===== src/sac_pkg.sv =====
// constants of the serial converter control block, and its two-entry result buffer
package sac_pkg;
  localparam int unsigned SAC_RES_BITS = 10;
  localparam int unsigned SAC_CLK_PERIOD_NS = 8;
  localparam int unsigned SAC_CONV_TIME_NS = 9000;
  localparam int unsigned SAC_CONV_CYCLES = SAC_CONV_TIME_NS / SAC_CLK_PERIOD_NS;
  localparam int unsigned SAC_STEP_CYCLES = (SAC_CONV_CYCLES - 3) / (SAC_RES_BITS + 1);
  localparam int unsigned SAC_CNT_W = 11;
  localparam logic [10:0] SAC_CNT_RESET = 11'h000;
  localparam logic [10:0] SAC_EOC_AT = 11'(SAC_CONV_CYCLES - 3);
  localparam logic [10:0] SAC_STEP_LAST = 11'(SAC_STEP_CYCLES - 1);
  localparam logic [3:0] SAC_BIT_MSB = 4'h9;
  localparam logic [9:0] SAC_RESULT_RESET = 10'h000;
  localparam int unsigned SAC_BUF_DEPTH = 2;
  typedef enum logic [1:0] {SAC_IDLE, SAC_CONV, SAC_PUSH, SAC_READ} sac_state_t;
endpackage

// two-entry buffer with valid and ready on both sides
module sac_buf #(
  parameter int unsigned WIDTH = 10,
  parameter int unsigned DEPTH = sac_pkg::SAC_BUF_DEPTH
) (
  input wire logic clk,
  input wire logic rst,
  input wire logic ce,
  input wire logic in_valid,
  output logic in_ready,
  input wire logic [WIDTH-1:0] in_data,
  output logic out_valid,
  input wire logic out_ready,
  output logic [WIDTH-1:0] out_data
);
  if (DEPTH != 2 || WIDTH < 1) begin : g_depth_check
    $error("sac_buf: depth must be 2");
  end
  logic [WIDTH-1:0] mem_reg [DEPTH];
  logic wr_ptr_reg;
  logic rd_ptr_reg;
  logic [1:0] count_reg;
  logic push;
  logic pop;
  assign in_ready = (count_reg != 2'h2);
  assign out_valid = (count_reg != 2'h0);
  assign out_data = mem_reg[rd_ptr_reg];
  assign push = in_valid && in_ready;
  assign pop = out_valid && out_ready;
  always_ff @(posedge clk) begin
    if (rst) begin
      wr_ptr_reg <= 1'b0;
      rd_ptr_reg <= 1'b0;
      count_reg <= 2'h0;
    end else if (ce) begin
      if (push) wr_ptr_reg <= ~wr_ptr_reg;
      if (pop) rd_ptr_reg <= ~rd_ptr_reg;
      count_reg <= count_reg + {1'b0, push} - {1'b0, pop};
    end
  end
  always_ff @(posedge clk) begin
    if (ce && push) mem_reg[wr_ptr_reg] <= in_data;
  end
endmodule // sac_buf


===== src/sac_top.sv =====
// control, conversion sequencing and serial readout of the 10-bit converter
// Operation
// RL1: select falling starts conversion, switches to hold
// RL2: select high keeps data output tri-stated
// RL3: output changes only on serial clock falls
// RL4: marker high bit, then result MSB first
// RL5: result sent as plain straight binary
// RL6: power-down low means shutdown, no conversions
// RL7: power-down high or floating means operational
// RL8: high enables internal reference, floating disables
// RL9: whole conversion finishes within 9 us
// RL10: host keeps select high 1.5 us acquisition
// RL11: host serial clock at most 2.1 MHz
// RL12: host holds clock low 50 ns before select
// RL13: host waits for marker before rising clock
// RL14: conversion end returns stage to tracking
// RL15: select fall drives low until marker high
// RL16: host keeps clock still during conversion
// RL17: 13 falls read all; extra give zeros
// RL18: early select rise abandons readout cleanly
module sac_top #(
  parameter int unsigned RES_BITS = sac_pkg::SAC_RES_BITS
) (
  input wire logic clk,
  input wire logic rst,
  input wire logic ce,
  input wire logic cs_n,
  input wire logic sclk,
  input wire logic pd_level_low,
  input wire logic pd_level_high,
  input wire logic cmp_in,
  output logic dout_o,
  output logic dout_oe,
  output logic hold_o,
  output logic [RES_BITS-1:0] dac_code_o,
  output logic shutdown_o,
  output logic int_ref_en_o
);
  if (RES_BITS != 10) begin : g_res_check
    $error("sac_top: resolution must be 10");
  end
  // pins come from outside the clock domain: two flops first
  logic [1:0] cs_sync_reg;
  logic [1:0] sclk_sync_reg;
  logic [1:0] pdl_sync_reg;
  logic [1:0] pdh_sync_reg;
  logic [1:0] cmp_sync_reg;
  logic cs_prev_reg;
  logic sclk_prev_reg;
  always_ff @(posedge clk) begin
    if (rst) begin
      cs_sync_reg <= 2'h3;
      sclk_sync_reg <= 2'h0;
      pdl_sync_reg <= 2'h0;
      pdh_sync_reg <= 2'h0;
      cmp_sync_reg <= 2'h0;
      cs_prev_reg <= 1'b1;
      sclk_prev_reg <= 1'b0;
    end else if (ce) begin
      cs_sync_reg <= {cs_sync_reg[0], cs_n};
      sclk_sync_reg <= {sclk_sync_reg[0], sclk};
      pdl_sync_reg <= {pdl_sync_reg[0], pd_level_low};
      pdh_sync_reg <= {pdh_sync_reg[0], pd_level_high};
      cmp_sync_reg <= {cmp_sync_reg[0], cmp_in};
      cs_prev_reg <= cs_sync_reg[1];
      sclk_prev_reg <= sclk_sync_reg[1];
    end
  end
  logic cs_s;
  logic cs_fall;
  logic sclk_fall;
  logic shut;
  assign cs_s = cs_sync_reg[1];
  assign cs_fall = cs_prev_reg && !cs_s;
  assign sclk_fall = sclk_prev_reg && !sclk_sync_reg[1];
  // three-level pin seen as two detector levels; middle means neither
  assign shut = pdl_sync_reg[1];
  assign shutdown_o = shut; // [RL6]
  assign int_ref_en_o = !shut && pdh_sync_reg[1]; // [RL7] [RL8]

  sac_pkg::sac_state_t state_reg;
  logic [10:0] conv_cnt_reg;
  logic [10:0] step_cnt_reg;
  logic [3:0] bit_idx_reg;
  logic [RES_BITS-1:0] sar_reg;
  logic [RES_BITS:0] shift_reg;
  logic buf_in_ready;
  logic buf_out_valid;
  logic [RES_BITS-1:0] buf_out_data;
  logic sar_done;

  function automatic logic [RES_BITS-1:0] trial_bit(input logic [3:0] idx);
    trial_bit = RES_BITS'(1) << idx;
  endfunction

  assign sar_done = (conv_cnt_reg >= sac_pkg::SAC_EOC_AT);

  always_ff @(posedge clk) begin
    if (rst) begin
      state_reg <= sac_pkg::SAC_IDLE;
    end else if (ce) begin
      if (cs_s) begin
        state_reg <= sac_pkg::SAC_IDLE; // [RL18]
      end else begin
        case (state_reg)
          sac_pkg::SAC_IDLE: if (cs_fall && !shut) state_reg <= sac_pkg::SAC_CONV; // [RL1] [RL6]
          sac_pkg::SAC_CONV: if (sar_done) state_reg <= sac_pkg::SAC_PUSH;
          // waits here while the buffer is full: back-pressure stalls the converter
          sac_pkg::SAC_PUSH: if (buf_in_ready) state_reg <= sac_pkg::SAC_READ;
          sac_pkg::SAC_READ: state_reg <= sac_pkg::SAC_READ;
          default: state_reg <= sac_pkg::SAC_IDLE;
        endcase
      end
    end
  end

  // conversion timer and successive approximation
  always_ff @(posedge clk) begin
    if (rst) begin
      conv_cnt_reg <= sac_pkg::SAC_CNT_RESET;
      step_cnt_reg <= sac_pkg::SAC_CNT_RESET;
      bit_idx_reg <= sac_pkg::SAC_BIT_MSB;
      sar_reg <= sac_pkg::SAC_RESULT_RESET;
    end else if (ce) begin
      if (state_reg != sac_pkg::SAC_CONV) begin
        conv_cnt_reg <= sac_pkg::SAC_CNT_RESET;
        step_cnt_reg <= sac_pkg::SAC_CNT_RESET;
        bit_idx_reg <= sac_pkg::SAC_BIT_MSB;
        if (state_reg == sac_pkg::SAC_IDLE) sar_reg <= sac_pkg::SAC_RESULT_RESET;
      end else if (!sar_done) begin
        conv_cnt_reg <= conv_cnt_reg + 11'h001; // [RL9]
        if (step_cnt_reg == sac_pkg::SAC_STEP_LAST) begin
          step_cnt_reg <= sac_pkg::SAC_CNT_RESET;
          // first step is settling; decisions fill bits msb down to lsb
          if (conv_cnt_reg > sac_pkg::SAC_STEP_LAST && bit_idx_reg != 4'hf) begin
            if (cmp_sync_reg[1]) sar_reg <= sar_reg | trial_bit(bit_idx_reg); // [RL5]
            bit_idx_reg <= bit_idx_reg - 4'h1;
          end
        end else begin
          step_cnt_reg <= step_cnt_reg + 11'h001;
        end
      end
    end
  end
  assign dac_code_o = (state_reg == sac_pkg::SAC_CONV && bit_idx_reg != 4'hf) ?
    (sar_reg | trial_bit(bit_idx_reg)) : sar_reg;
  assign hold_o = (state_reg == sac_pkg::SAC_CONV); // [RL1] [RL14]

  logic buf_pop;
  logic buf_push;
  assign buf_push = (state_reg == sac_pkg::SAC_PUSH) && !cs_s;
  assign buf_pop = buf_out_valid && (state_reg != sac_pkg::SAC_PUSH);

  sac_buf #(.WIDTH(RES_BITS), .DEPTH(sac_pkg::SAC_BUF_DEPTH)) u_buf (
    .clk(clk),
    .rst(rst),
    .ce(ce),
    .in_valid(buf_push),
    .in_ready(buf_in_ready),
    .in_data(sar_reg),
    .out_valid(buf_out_valid),
    .out_ready(buf_pop),
    .out_data(buf_out_data)
  );

  // serial output: marker then result, zeros shift in behind
  logic load_pending_reg;
  always_ff @(posedge clk) begin
    if (rst) begin
      shift_reg <= {(RES_BITS + 1){1'b0}};
      load_pending_reg <= 1'b0;
    end else if (ce) begin
      if (cs_s || state_reg != sac_pkg::SAC_READ) begin
        // a word popped outside readout is stale and dropped
        shift_reg <= {(RES_BITS + 1){1'b0}}; // [RL15] [RL18]
        load_pending_reg <= 1'b0;
      end else if (buf_pop && !load_pending_reg) begin
        shift_reg <= {1'b1, buf_out_data}; // [RL4]
        load_pending_reg <= 1'b1;
      end else if (sclk_fall && load_pending_reg) begin
        shift_reg <= {shift_reg[RES_BITS-1:0], 1'b0}; // [RL3] [RL17]
      end
    end
  end
  always_ff @(posedge clk) begin
    if (rst) begin
      dout_o <= 1'b0;
      dout_oe <= 1'b0;
    end else if (ce) begin
      // a select fall in shutdown must not flash the driver for a cycle
      dout_oe <= !cs_s && (state_reg != sac_pkg::SAC_IDLE || (cs_fall && !shut)); // [RL2] [RL15] [RL6]
      dout_o <= !cs_s && shift_reg[RES_BITS];
    end
  end

  sva_tristate_a: assert property (@(posedge clk) disable iff (rst)
    ce && $past(ce) && $past(cs_s) && cs_s |-> !dout_oe) // [RL2]
    else $error("data output driven while select high");
  sva_start_hold_a: assert property (@(posedge clk) disable iff (rst)
    ce && cs_fall && !shut && state_reg == sac_pkg::SAC_IDLE ##1 ce && !cs_s |-> hold_o) // [RL1]
    else $error("conversion did not start on select fall");
  sva_no_shut_conv_a: assert property (@(posedge clk) disable iff (rst)
    ce && shut && state_reg == sac_pkg::SAC_IDLE |=> !hold_o) // [RL6]
    else $error("conversion started in shutdown");
  sva_sd_quiet_a: assert property (@(posedge clk) disable iff (rst)
    ce && shut && state_reg == sac_pkg::SAC_IDLE |=> !dout_oe) // [RL6]
    else $error("data output driven in shutdown");
  // held cycles counted here: the conversion is too long for a delay range
  logic [10:0] hold_cnt_reg;
  always_ff @(posedge clk) begin
    if (rst) begin
      hold_cnt_reg <= sac_pkg::SAC_CNT_RESET;
    end else if (ce) begin
      if (!hold_o) begin
        hold_cnt_reg <= sac_pkg::SAC_CNT_RESET;
      end else if (hold_cnt_reg != 11'h7ff) begin
        hold_cnt_reg <= hold_cnt_reg + 11'h001;
      end
    end
  end
  sva_conv_time_a: assert property (@(posedge clk) disable iff (rst)
    hold_cnt_reg <= 11'(sac_pkg::SAC_CONV_CYCLES)) // [RL9] [RL14]
    else $error("conversion exceeded its time");
  sva_marker_a: assert property (@(posedge clk) disable iff (rst)
    ce && $past(ce) && $past(ce, 2) && $past(state_reg) == sac_pkg::SAC_CONV && dout_oe |-> !dout_o) // [RL15]
    else $error("output high during conversion");
  sva_change_edge_a: assert property (@(posedge clk) disable iff (rst)
    ce && dout_oe && $past(dout_oe) && $changed(dout_o) |->
      $past(sclk_fall, 2) || $past(buf_pop, 2) || $past(cs_s)) // [RL3] [RL4]
    else $error("output changed without clock fall or marker");
  sva_ref_en_a: assert property (@(posedge clk) disable iff (rst)
    ce && $past(ce) && $past(ce, 2) && !$past(rst) && !$past(rst, 2) |->
      int_ref_en_o == ($past(pd_level_high, 2) && !$past(pd_level_low, 2))) // [RL8] [RL7]
    else $error("reference enabled wrongly");
  sva_abandon_a: assert property (@(posedge clk) disable iff (rst)
    ce && cs_s |=> state_reg == sac_pkg::SAC_IDLE) // [RL18]
    else $error("readout not abandoned on select rise");
  sva_trailing_a: assert property (@(posedge clk) disable iff (rst)
    ce && load_pending_reg && shift_reg == '0 && !cs_s && state_reg == sac_pkg::SAC_READ
      |=> shift_reg == '0) // [RL17]
    else $error("trailing bits not zero");
  sva_cov_conv_c: cover property (@(posedge clk) disable iff (rst) $fell(hold_o) && !cs_s);
  sva_cov_read_c: cover property (@(posedge clk) disable iff (rst) load_pending_reg && shift_reg == '0);
  sva_cov_abort_c: cover property (@(posedge clk) disable iff (rst) hold_o && cs_s);
endmodule // sac_top


===== config.mk =====
export PLATFORM = sky130hd
export DESIGN_NAME = sac_top
export DESIGN_NICKNAME = d
export VERILOG_FILES = /design/src/sac_pkg.sv /design/src/sac_top.sv
export SDC_FILE = /design/constraint.sdc
export NUM_CORES = 1
export LEC_CHECK = 0
export ABC_AREA = 1
export CAP_MARGIN = 40
export CORE_ASPECT_RATIO = 1.5
export CORE_MARGIN = 2
export CORE_UTILIZATION = 45
export CTS_BUF_LIST = sky130_fd_sc_hd__clkbuf_4 sky130_fd_sc_hd__clkbuf_8 sky130_fd_sc_hd__clkbuf_16
export CTS_CLUSTER_DIAMETER = 40
export DETAILED_ROUTE_END_ITERATION = 16
export DONT_BUFFER_PORTS = 1
export PLACE_DENSITY = 0.62
export SYNTH_ARGS = -nofsm -noshare
export SYNTH_HDL_FRONTEND = slang
export SYNTH_SLANG_ARGS = --single-unit
export TNS_END_PERCENT = 30

===== constraint.sdc =====
create_clock -name clk -period 4.8 [get_ports clk]
set_input_delay 0.48 -clock clk [delete_from_list [all_inputs] [get_ports clk]]
set_output_delay 0.48 -clock clk [all_outputs]
set_load 0.005 [all_outputs]

# [Yosys cells after proc, flatten, opt, wreduce, memory -nomap -nowiden]
# Memories as Yosys holds them, arrays and structs flattened. A register that Yosys moved wholly into a read port is not among the register bits.
# Cells that the tools add are included.
# Widths: inputs -> output; s select.
[totals] ff_bits=68 latchBits=0 mem_bits_rw=20 romBits=0 in_bits=8 output_inout_bits=15 wordCells=112 mem_count=1
[memory_table] memory="u_buf.mem_reg" depth=2 word_bits=10 rd=1 rd_ports_with_merged_regs=1 write_ports=1 line="sac_pkg.sv:36" source="logic [WIDTH-1:0] mem_reg [DEPTH];"
[classes] add_sub_neg=5 multipliers=0 div_mod_pow=0 order_cmp=2 eq_ne=14 shift=1 muxes=30 bitwise_logic=3 reduce_logical=37
[ops] operator="$mux 11" n=8
[ops] operator="$mux 10" n=7
[ops] operator="$add 11x1->11 const B" n=2
[ops] operator="$mux 4" n=4
[ops] operator="$logic_and 1x1->1" n=15
[ops] operator="$reduce_bool 2->1" n=6
[ops] operator="$eq 11x7->1 const B" n=1
[ops] operator="$ge 11x11->1 const B" n=1
[ops] operator="$gt 11x7->1 const B" n=1
[ops] operator="$or 10x10->10" n=1
[ops] operator="$reduce_and 2->1" n=5
[ops] operator="$shl 1x4->10 const A" n=1
[ops] operator="$mux 2" n=4
[ops] operator="$pmux 2 s4" n=1
[ops] operator="$reduce_and 4->1" n=2
[ops] operator="$mux 1" n=6
[ops] operator="$ne 2x1->1 const B" n=3
[ops] operator="$ne 2x2->1 const B" n=3
[ops] operator="$ne 3x2->1 const B" n=2
[ops] operator="$reduce_and 6->1" n=1
[ops] operator="$eq 2x2->1 const B" n=2
[ops] operator="$logic_not 1->1" n=4
[ops] operator="$ne 4x4->1 const B" n=1
[ops] operator="$sub 4x1->4 const B" n=1
[ops] operator="8 further kinds" n=10

# [Logic depth before layout (Yosys ltp)]
# Gate-level depths: netlist of the first run.
[logic_depth] depth_word=7 depth_mapped=13 ltp_nobuf=13

# [Modules after synthesis]
# Synthesis of the first run repeated with hierarchy kept, for this count alone.
[unflattened] cells_unflattened=595 area_unflattened_um2=4453.0
[modules_own_cells] mod="sac_top" n_inst=1 cells_each=517 area_per_inst_um2=3423.3 seq_area_each_um2=1281.2
[modules_own_cells] mod="sac_buf" n_inst=1 cells_each=78 area_per_inst_um2=1029.7 seq_area_each_um2=700.7

# [Worst setup path before layout of the first run]
# OpenSTA, ideal clock, no wires.
[synth_path] path_type="register -> output" startpoint="register bit_idx_reg[0]" endpoint="output port dac_code_o[0]" arrival_ps=1264 required_time_ps=4320 setup_slack_ps=3056 path_stages_with_launch=7 n_path_buf=1 cell_sequence="dfxtp_1 ha_1 inv_1 nor3_1 or2_2 buf_2 o31ai_1"
[synth_via] elab_chain_cells=3 elab_cells_between_ends=5 classes_between="eq/ne: 1; shift: 1; mux: 1; bitwise: 1; reduce/logical: 1"
[synth_rtl] item="start, declared" line="sac_top.sv:84" source="logic [3:0] bit_idx_reg;"
[synth_rtl] item="start signal, assigned" line="sac_top.sv:122" source="bit_idx_reg <= sac_pkg::SAC_BIT_MSB;"
[synth_rtl] item="start signal, assigned" line="sac_top.sv:128" source="bit_idx_reg <= sac_pkg::SAC_BIT_MSB;"
[synth_rtl] item="start signal, assigned" line="sac_top.sv:137" source="bit_idx_reg <= bit_idx_reg - 4'h1;"
[synth_rtl] item="$ne 4x4->1 / $shl 1x4->10 (equally long branches)" line="sac_top.sv:145, sac_top.sv:93"
[synth_rtl] item="$logic_and 1x1->1 / $or 10x10->10 (equally long branches)" line="sac_top.sv:145, sac_top.sv:146"
[synth_rtl] item="$mux 10 *" line="sac_top.sv:145" source="assign dac_code_o = (state_reg == sac_pkg::SAC_CONV && bit_idx_reg != 4'hf) ?"
[synth_rtl] item="end, declared" line="sac_top.sv:35" source="output logic [RES_BITS-1:0] dac_code_o,"
# Every way passes the cells marked *; elsewhere a longest branch is shown, timed or not.

# [Worst setup path after layout of the first run]
# Ends and elaborated chain as after synthesis.

==> results of run 1 <==
==> final cells by class <==
type	instances	area (um^2)
inverters	79	297
flip-flops and latches	89	1980
multi-input cells	400	2140
clock inverters	6	42.5
clock buffers	10	239
fillers	969	5180
well taps	117	146
==> worst paths after layout <==
check	cells after the start	slack [ns]	endpoint
hold / removal	1	0.21	conv_cnt_reg[6]$_SDFFE_PP0P_
hold reg to reg	0	0.45	u_buf.mem_reg[1][6]$_DFFE_PP_
setup / recovery	5	2.51	dac_code_o[0]
setup reg to reg	8	2.79	shift_reg[1]$_SDFFE_PP0P_
==> synth_stat cells (3+ instances only) <==
cell type | instances | area, um^2
sky130_fd_sc_hd__nand4_1 | 22 | 138
sky130_fd_sc_hd__nor2_1 | 70 | 263
sky130_fd_sc_hd__nand2_2 | 18 | 113
sky130_fd_sc_hd__clkbuf_1 | 8 | 30.0
sky130_fd_sc_hd__nor3_1 | 16 | 80.1
sky130_fd_sc_hd__nand3_1 | 25 | 125
sky130_fd_sc_hd__buf_6 | 5 | 56.3
sky130_fd_sc_hd__inv_2 | 4 | 15.0
sky130_fd_sc_hd__dfxtp_1 | 69 | 1380
sky130_fd_sc_hd__o21ai_0 | 23 | 115
sky130_fd_sc_hd__buf_2 | 5 | 25.0
sky130_fd_sc_hd__a21oi_2 | 13 | 114
sky130_fd_sc_hd__nand2_1 | 107 | 402
sky130_fd_sc_hd__edfxtp_1 | 20 | 601
sky130_fd_sc_hd__o21ai_1 | 7 | 35.0
sky130_fd_sc_hd__a21oi_1 | 48 | 240
sky130_fd_sc_hd__inv_1 | 73 | 274
sky130_fd_sc_hd__xor2_1 | 3 | 26.3
sky130_fd_sc_hd__o31ai_1 | 6 | 45.0
sky130_fd_sc_hd__o21ai_2 | 9 | 78.8
sky130_fd_sc_hd__ha_1 | 12 | 150
==> stage by stage <==
step	setup slack, ns	hold WS, ns	std cells
global route	2.39	0.184	701
floorplan	3.06	0.426	590
detailed placement	2.80	0.444	685
CTS	2.47	0.190	701
global placement	2.84	0.434	685
finish	2.51	0.205	701
==> routing by layer <==
layer	vias to the layer above	part of all wire
li1	1907	-
met1	1737	0.40
met5	-	0
met4	0	0.042
met2	78	0.52
met3	25	0.043
==> power by group through the flow <==
| stage | Clock (mW) | Sequential [mW] | Combinational (mW) |
|---|---|---|---|
| 5_1_grt | 0.706 | 0.799 | 0.166 |
| 3_3_place_gp | 0 | 0.813 | 0.144 |
| 2_1_floorplan | 0 | 0.808 | 0.135 |
| 6_report | 0.656 | 0.797 | 0.147 |
| 4_1_cts | 0.675 | 0.797 | 0.147 |
| 3_5_place_dp | 0 | 0.814 | 0.146 |
==> cell families after synthesis <==
logic type | synth area share
and+or+nand+nor | 0.275
AOI/OAI and AO/OA | 0.151
buffers and inverters | 0.0998
DFF | 0.433
adders and majority gates | 0.0328
xor gates and xnor gates | 0.00766
==> layout by cell type (no fill, tap or decap), types with 2 or more instances in the layout <==
cell / synthesis / final
sky130_fd_sc_hd__clkinv_1: 2 / 3
sky130_fd_sc_hd__o21ai_1: 7 / 7
sky130_fd_sc_hd__edfxtp_1: 20 / 20
sky130_fd_sc_hd__o31ai_1: 6 / 6
sky130_fd_sc_hd__o21ai_2: 9 / 9
sky130_fd_sc_hd__a21oi_1: 48 / 48
sky130_fd_sc_hd__clkinv_4: 0 / 2
sky130_fd_sc_hd__nor2_1: 70 / 70
sky130_fd_sc_hd__nand2_2: 18 / 18
sky130_fd_sc_hd__xor2_1: 3 / 3
sky130_fd_sc_hd__ha_1: 12 / 12
sky130_fd_sc_hd__dfxtp_1: 69 / 69
sky130_fd_sc_hd__nand3_1: 25 / 25
sky130_fd_sc_hd__nand4_1: 22 / 22
sky130_fd_sc_hd__nor2_2: 2 / 2
sky130_fd_sc_hd__a21oi_2: 13 / 13
sky130_fd_sc_hd__nand2_1: 107 / 107
sky130_fd_sc_hd__and3_1: 2 / 2
sky130_fd_sc_hd__nand3_2: 2 / 2
sky130_fd_sc_hd__inv_2: 4 / 4
sky130_fd_sc_hd__nor3_1: 16 / 16
sky130_fd_sc_hd__clkbuf_16: 0 / 9
sky130_fd_sc_hd__nand2_4: 2 / 2
sky130_fd_sc_hd__inv_1: 73 / 73
sky130_fd_sc_hd__o21ai_0: 23 / 23
sky130_fd_sc_hd__o21a_1: 2 / 2
==> reports/metrics.csv, run 1 <==
stage,metric,value,unit
status,status,finished clean,
setup_path,crit_buf_inv,1,
timing,layout_min_cycle_time,2.29,ns
clock_network,clock_tree.root_cell,sky130_fd_sc_hd__clkbuf_16,
setup_path,worst_path_max_delay_cell,sky130_fd_sc_hd__o31ai_1,
synthesis,ys_async_sr_fraction,0,
setup_path,worst_setup_path_startpoint,bit_idx_reg[0]$_SDFFE_PP1P_,
timing,worst_pin_slew,0.818,ns
setup_path,criticalPathCategory,flip-flop to output port,
power,p_seq_frac,0.498,
clock_network,cts.sink_count,89,
power,total_leakage_power,1.86,nW
clock_network,cts_tree,built,
clock_network,tritoncts.num_buffers,9,
synthesis,synth.yosys.seq_area_share,0.433,
timing,slew_viol_final,0,
global_routing,grt_pass1_wl,16000,um
placed_design,place.detailed.hpwl,6920,um
die,cell_rows,45,
synthesis,synth.distinct_cells,41,
clock_network,clk-insertion-delay-late,0.34,ns
clock_network,post_cts_clock_slew_at_the_launch_and_capture_registers_of_the_worst_setup_and_hold_paths,0.06,ns
timing,finalSetupViolCount,0,
setup_path,startpoint_type,flip-flop,
die,dieArea,11000,um^2
clock_network,clockBufferDepth,2,
global_routing,grt_util_all_layers,0.184,
min_path,min-delay-path-class,input pin to flip-flop,
clock_network,cts_post_setup_buffers_inserted,0,
setup_path,critical_path_arrival,1.81,ns
setup_path,timing.critical_path.slowest_cell_delay,0.41,ns
global_routing,antenna_violations_before_repair,0,
min_path,timing.hold.worst.start,rst,
setup_path,worst_ep_required_time,4.32,ns
power,pwr_density_cell,330,nW/um^2
die,io-pin-count,23,
drt,drt_wl_total,9540,um
synthesis,synth_nets,610,
die,initial_core_util,0.456,
clock_network,cts.repair.resized,0,
finish,design.final.nets,599,
power,total_power,1.60,mW
clock_network,htree_levels,3,
drt,dr.pass1.iters,4,
global_routing,grtUsageMet3,0.0439,
synthesis,ys_seq_elements,89,
clock_network,holdBufCountCts,0,
global_routing,grt_max_degree,35,
drt,detailed_route_wire_length_per_cell,13.6,um
global_routing,grt_util_met2,0.324,
setup_path,crit_chain,ha_1 > inv_1 > nor3_1 > or2_2 > o31ai_1,
setup_path,worst_path_dominant_cell_family,simple AND/OR/NAND/NOR gates,
finish,finalInstanceArea,4840,um^2
timing,fin_tns_setup,0,ns
synthesis,synth-edff-count,20,
finish,final_core_util,0.483,
placed_design,numPortBuffers,0,
die,core-area,10000,um^2
global_routing,grt_pass1_vias,3639,
setup_path,path_max_fanout,8,
finish,area_overhead_of_the_layout_relative_to_synthesis,5.85,%
timing,layout_worst_path_cycle_share,0.476,
global_routing,gr-max-usage-layer,met2,
flow_run,cap_violations,0,
placed_design,gpl.final_weighted_congestion,0.896,
power,vdd.ir_drop.worst,171,uV
drt,vias,3747,
setup_path,worstReg2RegStart,state_reg[0]$_SDFFE_PP0P_,
setup_path,endpoint_kind,output port,
synthesis,mappedNetlistArea,4570,um^2
global_routing,grt_util_met1,0.196,
timing,grt_setup_unrepaired,no,
drt,drt_first_iter_violations,158,
synthesis,yosys_warnings,0,
synthesis,ys.flop_type,sky130_fd_sc_hd__dfxtp_1,
finish,antenna-diode-count,0,
power,pwr-share-comb,0.092,
synthesis,synth_cells,590,
timing,max_slew_margin,0.452,
timing,fmaxAchievable,437,MHz
finish,largest_register_ff_count,20,
placed_design,dpl-instance-area,4560,um^2
power,internal-power,1.19,mW
timing,finalHoldViolations,0,
die,die_height,127,um
power,power_switching_share,0.259,
die,die_w,86.3,um
drt,drc,0,
synthesis,avgSynthCellArea,7.75,um^2
drt,antenna_left,0,
timing,finClkSkew,0.00412,ns
global_routing,grt.overflow.total,0,
power,p_switching,0.414,mW
power,p_clk_frac,0.410,
finish,proportion_of_layout_cells_with_a_drive_suffix_above_1,0.123,
drt,vias_per_cell,5.35,
Power figures use the tool's default switching activity.
==> run 2: changes to the inputs <==
Clock period 4.8 ns to 2.27 ns, I/O delays scaled along.
==> run 2 against run 1 <==
Effect of this change: clock power is 130% higher; combinational power is 130% higher; non-clock buffer count is 7 higher; wire length is 1.5% lower; clock skew is 0.0070 ns higher; via count is 1.6% lower; power is 120% higher; flip-flop and latch count stayed put.
==> reports/metrics.csv, run 2 (synthesis gave the netlist of run 1 again) <==
stage,metric,value,unit,change
power,pwr_density_cell,708,nW/um^2,+110%
setup_path,endpoint_kind,output port,,
timing,max_slew_margin,0.547,,+0.0944
power,p_switching,0.877,mW,+110%
setup_path,criticalPathCategory,flip-flop to output port,,
finish,final_cell_mix,"107 x sky130_fd_sc_hd__nand2_1, 73 x sky130_fd_sc_hd__inv_1, 70 x sky130_fd_sc_hd__nor2_1, 69 x sky130_fd_sc_hd__dfxtp_1, 48 x sky130_fd_sc_hd__a21oi_1",,
min_path,timing.hold.worst_path_depth,2,,+1
die,io-pin-count,23,,unchanged
power,vdd.ir_drop.worst,415,uV,+140%
finish,proportion_of_layout_cells_with_a_drive_suffix_above_1,0.134,,+0.0104
drt,dr.pass1.iters,4,,unchanged
power,power_switching_share,0.251,,-0.00717
finish,area_overhead_of_the_layout_relative_to_synthesis,7.82,%,
global_routing,grt.overflow.total,0,,unchanged
global_routing,grt_max_degree,35,,unchanged
power,pwr-share-comb,0.095,,+0.003
global_routing,antenna_violations_before_repair,0,,unchanged
timing,worst_pin_slew,0.677,ns,-0.141 ns
clock_network,clock_tree.root_cell,sky130_fd_sc_hd__clkbuf_16,,
die,core-area,10000,um^2,unchanged
status,status,finished clean,,
power,p_clk_frac,0.423,,+0.013
min_path,min-delay-path-class,input pin to flip-flop,,
drt,vias_per_cell,5.21,,-2.5%
placed_design,place.detailed.hpwl,6700,um,-3.2%
clock_network,tritoncts.num_buffers,9,,unchanged
clock_network,clockBufferDepth,2,,unchanged
setup_path,critical_path_arrival,1.84,ns,+0.03 ns
clock_network,cts_tree,built,,
clock_network,htree_levels,3,,unchanged
timing,finClkSkew,0.0111,ns,+0.00698 ns
timing,layout_min_cycle_time,2.07,ns,
setup_path,ff2ff_path_depth,8,,unchanged
placed_design,placed_cells,690,,+0.73%
timing,finalSetupViolCount,0,,unchanged
setup_path,worst_ep_required_time,2.04,ns,-2.28 ns
die,die_height,127,um,unchanged
power,internal-power,2.61,mW,+120%
die,dieArea,11000,um^2,unchanged
finish,cell_count_final_fillers_out,708,,+1.0%
placed_design,gpl.final_weighted_congestion,0.893,,-0.32%
finish,fill_cells,997,,+2.9%
power,total_leakage_power,1.91,nW,+2.8%
timing,layout_worst_path_cycle_share,0.910,,
placed_design,numPortBuffers,0,,unchanged
global_routing,grt_pass1_wl,15800,um,-1.4%
drt,detailed_route_wire_length_per_cell,13.3,um,-2.5%
drt,drc,0,,unchanged
finish,design.final.nets,606,,+1.2%
die,cell_rows,45,,unchanged
drt,drt_first_iter_violations,201,,+27%
drt,antenna_left,0,,unchanged
flow_run,cap_violations,0,,unchanged
global_routing,grt_util_all_layers,0.183,,-0.00114
drt,vias,3688,,-1.6%
power,p_seq_frac,0.482,,-0.016
clock_network,cts.sink_count,89,,unchanged
timing,finalHoldViolations,0,,unchanged
global_routing,grt_pass1_vias,3470,,-4.6%
timing,worst_hold_slack,0.0199,ns,-0.185 ns
timing,fin_tns_setup,0,ns,unchanged
timing,fmaxAchievable,484,MHz,
finish,final_common_cell,sky130_fd_sc_hd__nand2_1,,
timing,slew_viol_final,0,,unchanged
setup_path,path_max_fanout,8,,unchanged
drt,drt_wl_total,9390,um,-1.5%
die,die_w,86.3,um,unchanged
finish,largest_register_ff_count,20,,unchanged
clock_network,post_cts_clock_slew_at_the_launch_and_capture_registers_of_the_worst_setup_and_hold_paths,0.07,ns,about the same
clock_network,clk-insertion-delay-late,0.34,ns,about the same
clock_network,cts_post_setup_buffers_inserted,0,,unchanged
timing,grt_setup_unrepaired,no,,
setup_path,startpoint_type,flip-flop,,
finish,antenna-diode-count,0,,unchanged
die,initial_core_util,0.456,,unchanged
-- run 2: cell types whose count changed in the layout (fill, tap and decap cells not counted) --
cell,before,now
sky130_fd_sc_hd__clkinv_2,1,0
sky130_fd_sc_hd__dlygate4sd3_1,0,1
sky130_fd_sc_hd__clkbuf_16,9,10
sky130_fd_sc_hd__buf_12,0,1
sky130_fd_sc_hd__clkinv_1,3,2
sky130_fd_sc_hd__clkbuf_4,0,2
sky130_fd_sc_hd__buf_4,0,5
sky130_fd_sc_hd__inv_6,1,0
-- run 2: metal layers --
layer,part of all wire,global-route usage,vias to the layer above
li1,-,-,1923
met1,0.43,0.212,1700
met2,0.51,0.309,48
met3,0.032,0.0510,17
met4,0.026,0.0864,0
met5,0,0,-
-- run 2: what timing repair did --
item	in CTS	in global routing
gates resized for setup	0	0
hold endpoints to repair	28	0
hold buffers	2	0
-- run 2: power groups by stage --
stage	sequential (mW)	combinational (mW)	clock, mW
2_1_floorplan	1.71	0.285	0
3_3_place_gp	1.71	0.313	0
3_5_place_dp	1.72	0.316	0
6_report	1.68	0.332	1.48
4_1_cts	1.68	0.334	1.52
5_1_grt	1.68	0.379	1.59
-- run 2: area by class of cell --
class / count / area [um^2] / area share
multi-input combinational: 400 / 2140 / 0.433
sequential: 89 / 1980 / 0.402
inverter: 79 / 297 / 0.0601
clock buffer: 13 / 279 / 0.0566
tap: 117 / 146 / 0.0297
timing repair buffer: 7 / 67.6 / 0.0137
clock inverter: 3 / 25.0 / 0.00507
-- run 2: per-stage QoR --
step	power [mW]	utilization	area [um^2]	setup WS (ns)
floorplan	1.99	-	4570	0.562
global placement	2.03	0.459	4600	0.309
detailed placement	2.03	0.459	4600	0.255
CTS	3.53	0.492	4930	0.172
global route	3.65	0.492	4930	0.0430
finish	3.49	0.492	4930	0.203
-- run 2: worst max-delay path, cell delays in order, from the launching register on --
cell and delay (ns):
sky130_fd_sc_hd__dfxtp_1 0.34, sky130_fd_sc_hd__ha_1 0.20, sky130_fd_sc_hd__inv_1 0.10, sky130_fd_sc_hd__nor3_1 0.08, sky130_fd_sc_hd__or2_2 0.36, sky130_fd_sc_hd__o31ai_1 0.42
-- run 2: worst paths after layout --
| kind | from | endpoint | slack [ns] |
|---|---|---|---|
| setup / recovery | bit_idx_reg[0]$_SDFFE_PP1P_ | dac_code_o[0] | 0.20 |
| hold / removal | ce | cs_sync_reg[0]$_SDFFE_PP1P_ | 0.02 |
| setup reg to reg | state_reg[0]$_SDFFE_PP0P_ | shift_reg[1]$_SDFFE_PP0P_ | 0.24 |
| hold reg to reg | sar_reg[4]$_SDFFE_PP0P_ | u_buf.mem_reg[1][4]$_DFFE_PP_ | 0.45 |
==> run 3: changes to the inputs <==
--- a/config.mk
+++ b/config.mk
@@ -9,5 +9,7 @@
 export CAP_MARGIN = 40
+export CELL_PAD_IN_SITES_DETAIL_PLACEMENT = 0
+export CELL_PAD_IN_SITES_GLOBAL_PLACEMENT = 1
 export CORE_ASPECT_RATIO = 1.5
 export CORE_MARGIN = 2
-export CORE_UTILIZATION = 45
+export CORE_UTILIZATION = 47
 export CTS_BUF_LIST = sky130_fd_sc_hd__clkbuf_4 sky130_fd_sc_hd__clkbuf_8 sky130_fd_sc_hd__clkbuf_16
@@ -16,3 +18,3 @@
 export DONT_BUFFER_PORTS = 1
-export PLACE_DENSITY = 0.62
+export PLACE_DENSITY = 0.81
 export SYNTH_ARGS = -nofsm -noshare
==> constraint.sdc (replaced) <==
create_clock -name clk -period 2.27 [get_ports clk]
set_input_delay 0.1135 -clock clk [delete_from_list [all_inputs] [get_ports clk]]
set_output_delay 0.1135 -clock clk [all_outputs]
set_load 0.005 [all_outputs]
==> run 3 against run 2 <==
Effect of this change: combinational power grew 4%; cell area rose by 0.71%; non-clock buffer count grew 4; count of clock-buffer cells in the layout fell by 3; highest routed layer unchanged; clock skew down 0.0029 ns; setup slack improved by 0.039 ns; largest cell class unchanged; core utilization up 2.6 points; clock power about the same.
==> reports/metrics.csv, run 3 (synthesis gave the netlist of run 1 again) <==
stage,metric,value,unit,change
power,p_switching,0.902,mW,+2.9%
timing,grt_setup_unrepaired,no,,
power,pwr_density_cell,709,nW/um^2,+0.23%
power,power_switching_share,0.256,,+0.00481
finish,area_overhead_of_the_layout_relative_to_synthesis,8.59,%,
power,vdd.ir_drop.worst,449,uV,+8.2%
placed_design,place.detailed.hpwl,6850,um,+2.3%
clock_network,clk-insertion-delay-late,0.34,ns,about the same
timing,max_slew_margin,0.524,,-0.0233
drt,vias,3721,,+0.89%
setup_path,crit_chain,nor2_4 > nor2_8 > nand2_4 > nand2_2 > o21ai_4 > nor2_2 > o21ai_0 > a21oi_2,,
drt,drc,0,,unchanged
finish,multi_input_gate_area_in_the_final_layout,2140,um^2,unchanged
drt,antenna_left,0,,unchanged
timing,finalSetupViolCount,0,,unchanged
timing,worst_pin_slew,0.712,ns,+0.0348 ns
finish,design.final.nets,610,,+0.66%
global_routing,grt_pass1_vias,3616,,+4.2%
finish,seqCellArea,1980,um^2,unchanged
setup_path,worst_ep_required_time,2.55,ns,+0.51 ns
drt,dr.pass1.iters,4,,unchanged
clock_network,cts_tree,built,,
die,dieArea,10600,um^2,-4.1%
die,initial_core_util,0.478,,+0.0211
status,status,finished clean,,
setup_path,criticalPathCategory,flip-flop to flip-flop,,
clock_network,tritoncts.num_buffers,9,,unchanged
clock_network,htree_levels,3,,unchanged
global_routing,grt_max_degree,35,,unchanged
die,die_w,84.6,um,-2.1%
setup_path,critical_path_arrival,2.31,ns,+0.47 ns
timing,finalHoldViolations,0,,unchanged
finish,final_common_cell,sky130_fd_sc_hd__nand2_1,,
clock_network,cts.repair.resized,0,,unchanged
setup_path,timing.critical_path.slowest_cell_delay,0.54,ns,+0.12 ns
timing,layout_worst_path_cycle_share,0.893,,-0.0174
die,io-pin-count,23,,unchanged
timing,slew_viol_final,0,,unchanged
clock_network,clock_tree.root_cell,sky130_fd_sc_hd__clkbuf_16,,
setup_path,startpoint_type,flip-flop,,
setup_path,endpoint_kind,flip-flop,,
die,core-area,9580,um^2,-4.4%
flow_run,cap_violations,0,,unchanged
die,cell_rows,44,,-2.2%
power,p_clk_frac,0.426,,+0.003
power,total_leakage_power,1.93,nW,+0.98%
drt,detailed_route_wire_length_per_cell,13.6,um,+2.6%
clock_network,post_cts_clock_slew_at_the_launch_and_capture_registers_of_the_worst_setup_and_hold_paths,0.06,ns,about the same
finish,final_cell_mix,"107 x sky130_fd_sc_hd__nand2_1, 73 x sky130_fd_sc_hd__inv_1, 70 x sky130_fd_sc_hd__nor2_1, 69 x sky130_fd_sc_hd__dfxtp_1, 48 x sky130_fd_sc_hd__a21oi_1",,
setup_path,path_max_fanout,21,,+13
finish,fill_cells,961,,-3.6%
drt,drt_wl_total,9670,um,+2.9%
timing,final_setup_slack_of_the_worst_path,0.243,ns,+0.0395 ns
placed_design,numPortBuffers,0,,unchanged
timing,fin_tns_setup,0,ns,unchanged
placed_design,gpl.final_weighted_congestion,0.854,,-4.4%
die,die_height,125,um,-2.1%
finish,antenna-diode-count,0,,unchanged
clock_network,cts.sink_count,89,,unchanged
min_path,min-delay-path-class,input pin to flip-flop,,
drt,drt_first_iter_violations,177,,-12%
power,pwr-share-comb,0.098,,+0.003
power,internal-power,2.62,mW,+0.30%
drt,vias_per_cell,5.24,,+0.61%
global_routing,antenna_violations_before_repair,0,,unchanged
timing,layout_min_cycle_time,2.03,ns,-0.0395 ns
global_routing,grt_util_all_layers,0.191,,+0.00826
placed_design,post_placement_setup_slack,0.236,ns,-0.0187 ns
clock_network,clockBufferDepth,2,,unchanged
power,p_seq_frac,0.477,,-0.005
global_routing,grt_pass1_wl,16400,um,+3.7%
timing,fmaxAchievable,493,MHz,+1.9%
finish,proportion_of_layout_cells_with_a_drive_suffix_above_1,0.131,,-0.00258
setup_path,worst_path_max_delay_cell,sky130_fd_sc_hd__nor2_2,,
global_routing,grt.overflow.total,0,,unchanged
timing,finClkSkew,0.00822,ns,-0.00288 ns
finish,largest_register_ff_count,20,,unchanged
## run 3: worst paths after layout
kind | end | depth (start not counted) | from | slack (ns)
max | shift_reg[1]$_SDFFE_PP0P_ | 8 | state_reg[0]$_SDFFE_PP0P_ | 0.24
min | u_buf.rd_ptr_reg$_SDFFE_PP0P_ | 3 | ce | 0.05
max reg2reg | shift_reg[1]$_SDFFE_PP0P_ | 8 | state_reg[0]$_SDFFE_PP0P_ | 0.24
min reg2reg | sclk_prev_reg$_SDFFE_PP0P_ | 2 | sclk_prev_reg$_SDFFE_PP0P_ | 0.46
## run 3: layer usage
layer | part of all wire | wire [um] | track usage | vias up
met1 | 0.41 | 4010 | 0.210 | 1739
met2 | 0.54 | 5210 | 0.341 | 44
met4 | 0.019 | 188 | 0.0840 | 0
li1 | - | - | - | 1927
met5 | 0 | 0 | 0 | -
met3 | 0.027 | 258 | 0.0490 | 11
## run 3: metrics by stage
stage,hold slack [ns],instances,utilization,power [mW],area (um^2)
finish,0.0462,710,0.519,3.52,4970
global route,0.0446,710,0.519,3.68,4970
CTS,0.0341,710,0.519,3.57,4970
detailed placement,0.189,687,0.479,2.03,4590
global placement,0.186,687,0.479,2.03,4590
floorplan,0.240,590,-,1.99,4570
## run 3: repair_timing
action	CTS	global route
endpoints found under the hold margin	43	0
endpoints found under the setup margin	0	0
setup buffers	0	0
hold buffers	7	0
## run 3: cell type report
type	count	area share
Inverter	79	0.0597
Multi-Input combinational cell	400	0.430
Tap cell	115	0.0290
Clock buffer	10	0.0469
Timing Repair Buffer	11	0.0222
Sequential cell	89	0.399
Clock inverter	6	0.0134
## run 3: worst max-delay path: cells and delay by family, from the launching register on
family	cells	cell delay, ns
AOI/OAI and AO/OA	3	0.51
and+or+nand+nor	5	1.01
DFF	1	0.44
## run 3: power by group through the flow
stage | Sequential (mW) | Clock, mW | Combinational [mW]
after floorplan | 1.71 | 0 | 0.285
after global placement | 1.71 | 0 | 0.315
after detailed placement | 1.72 | 0 | 0.318
after CTS | 1.68 | 1.55 | 0.347
after global routing | 1.68 | 1.61 | 0.386
final | 1.68 | 1.50 | 0.344
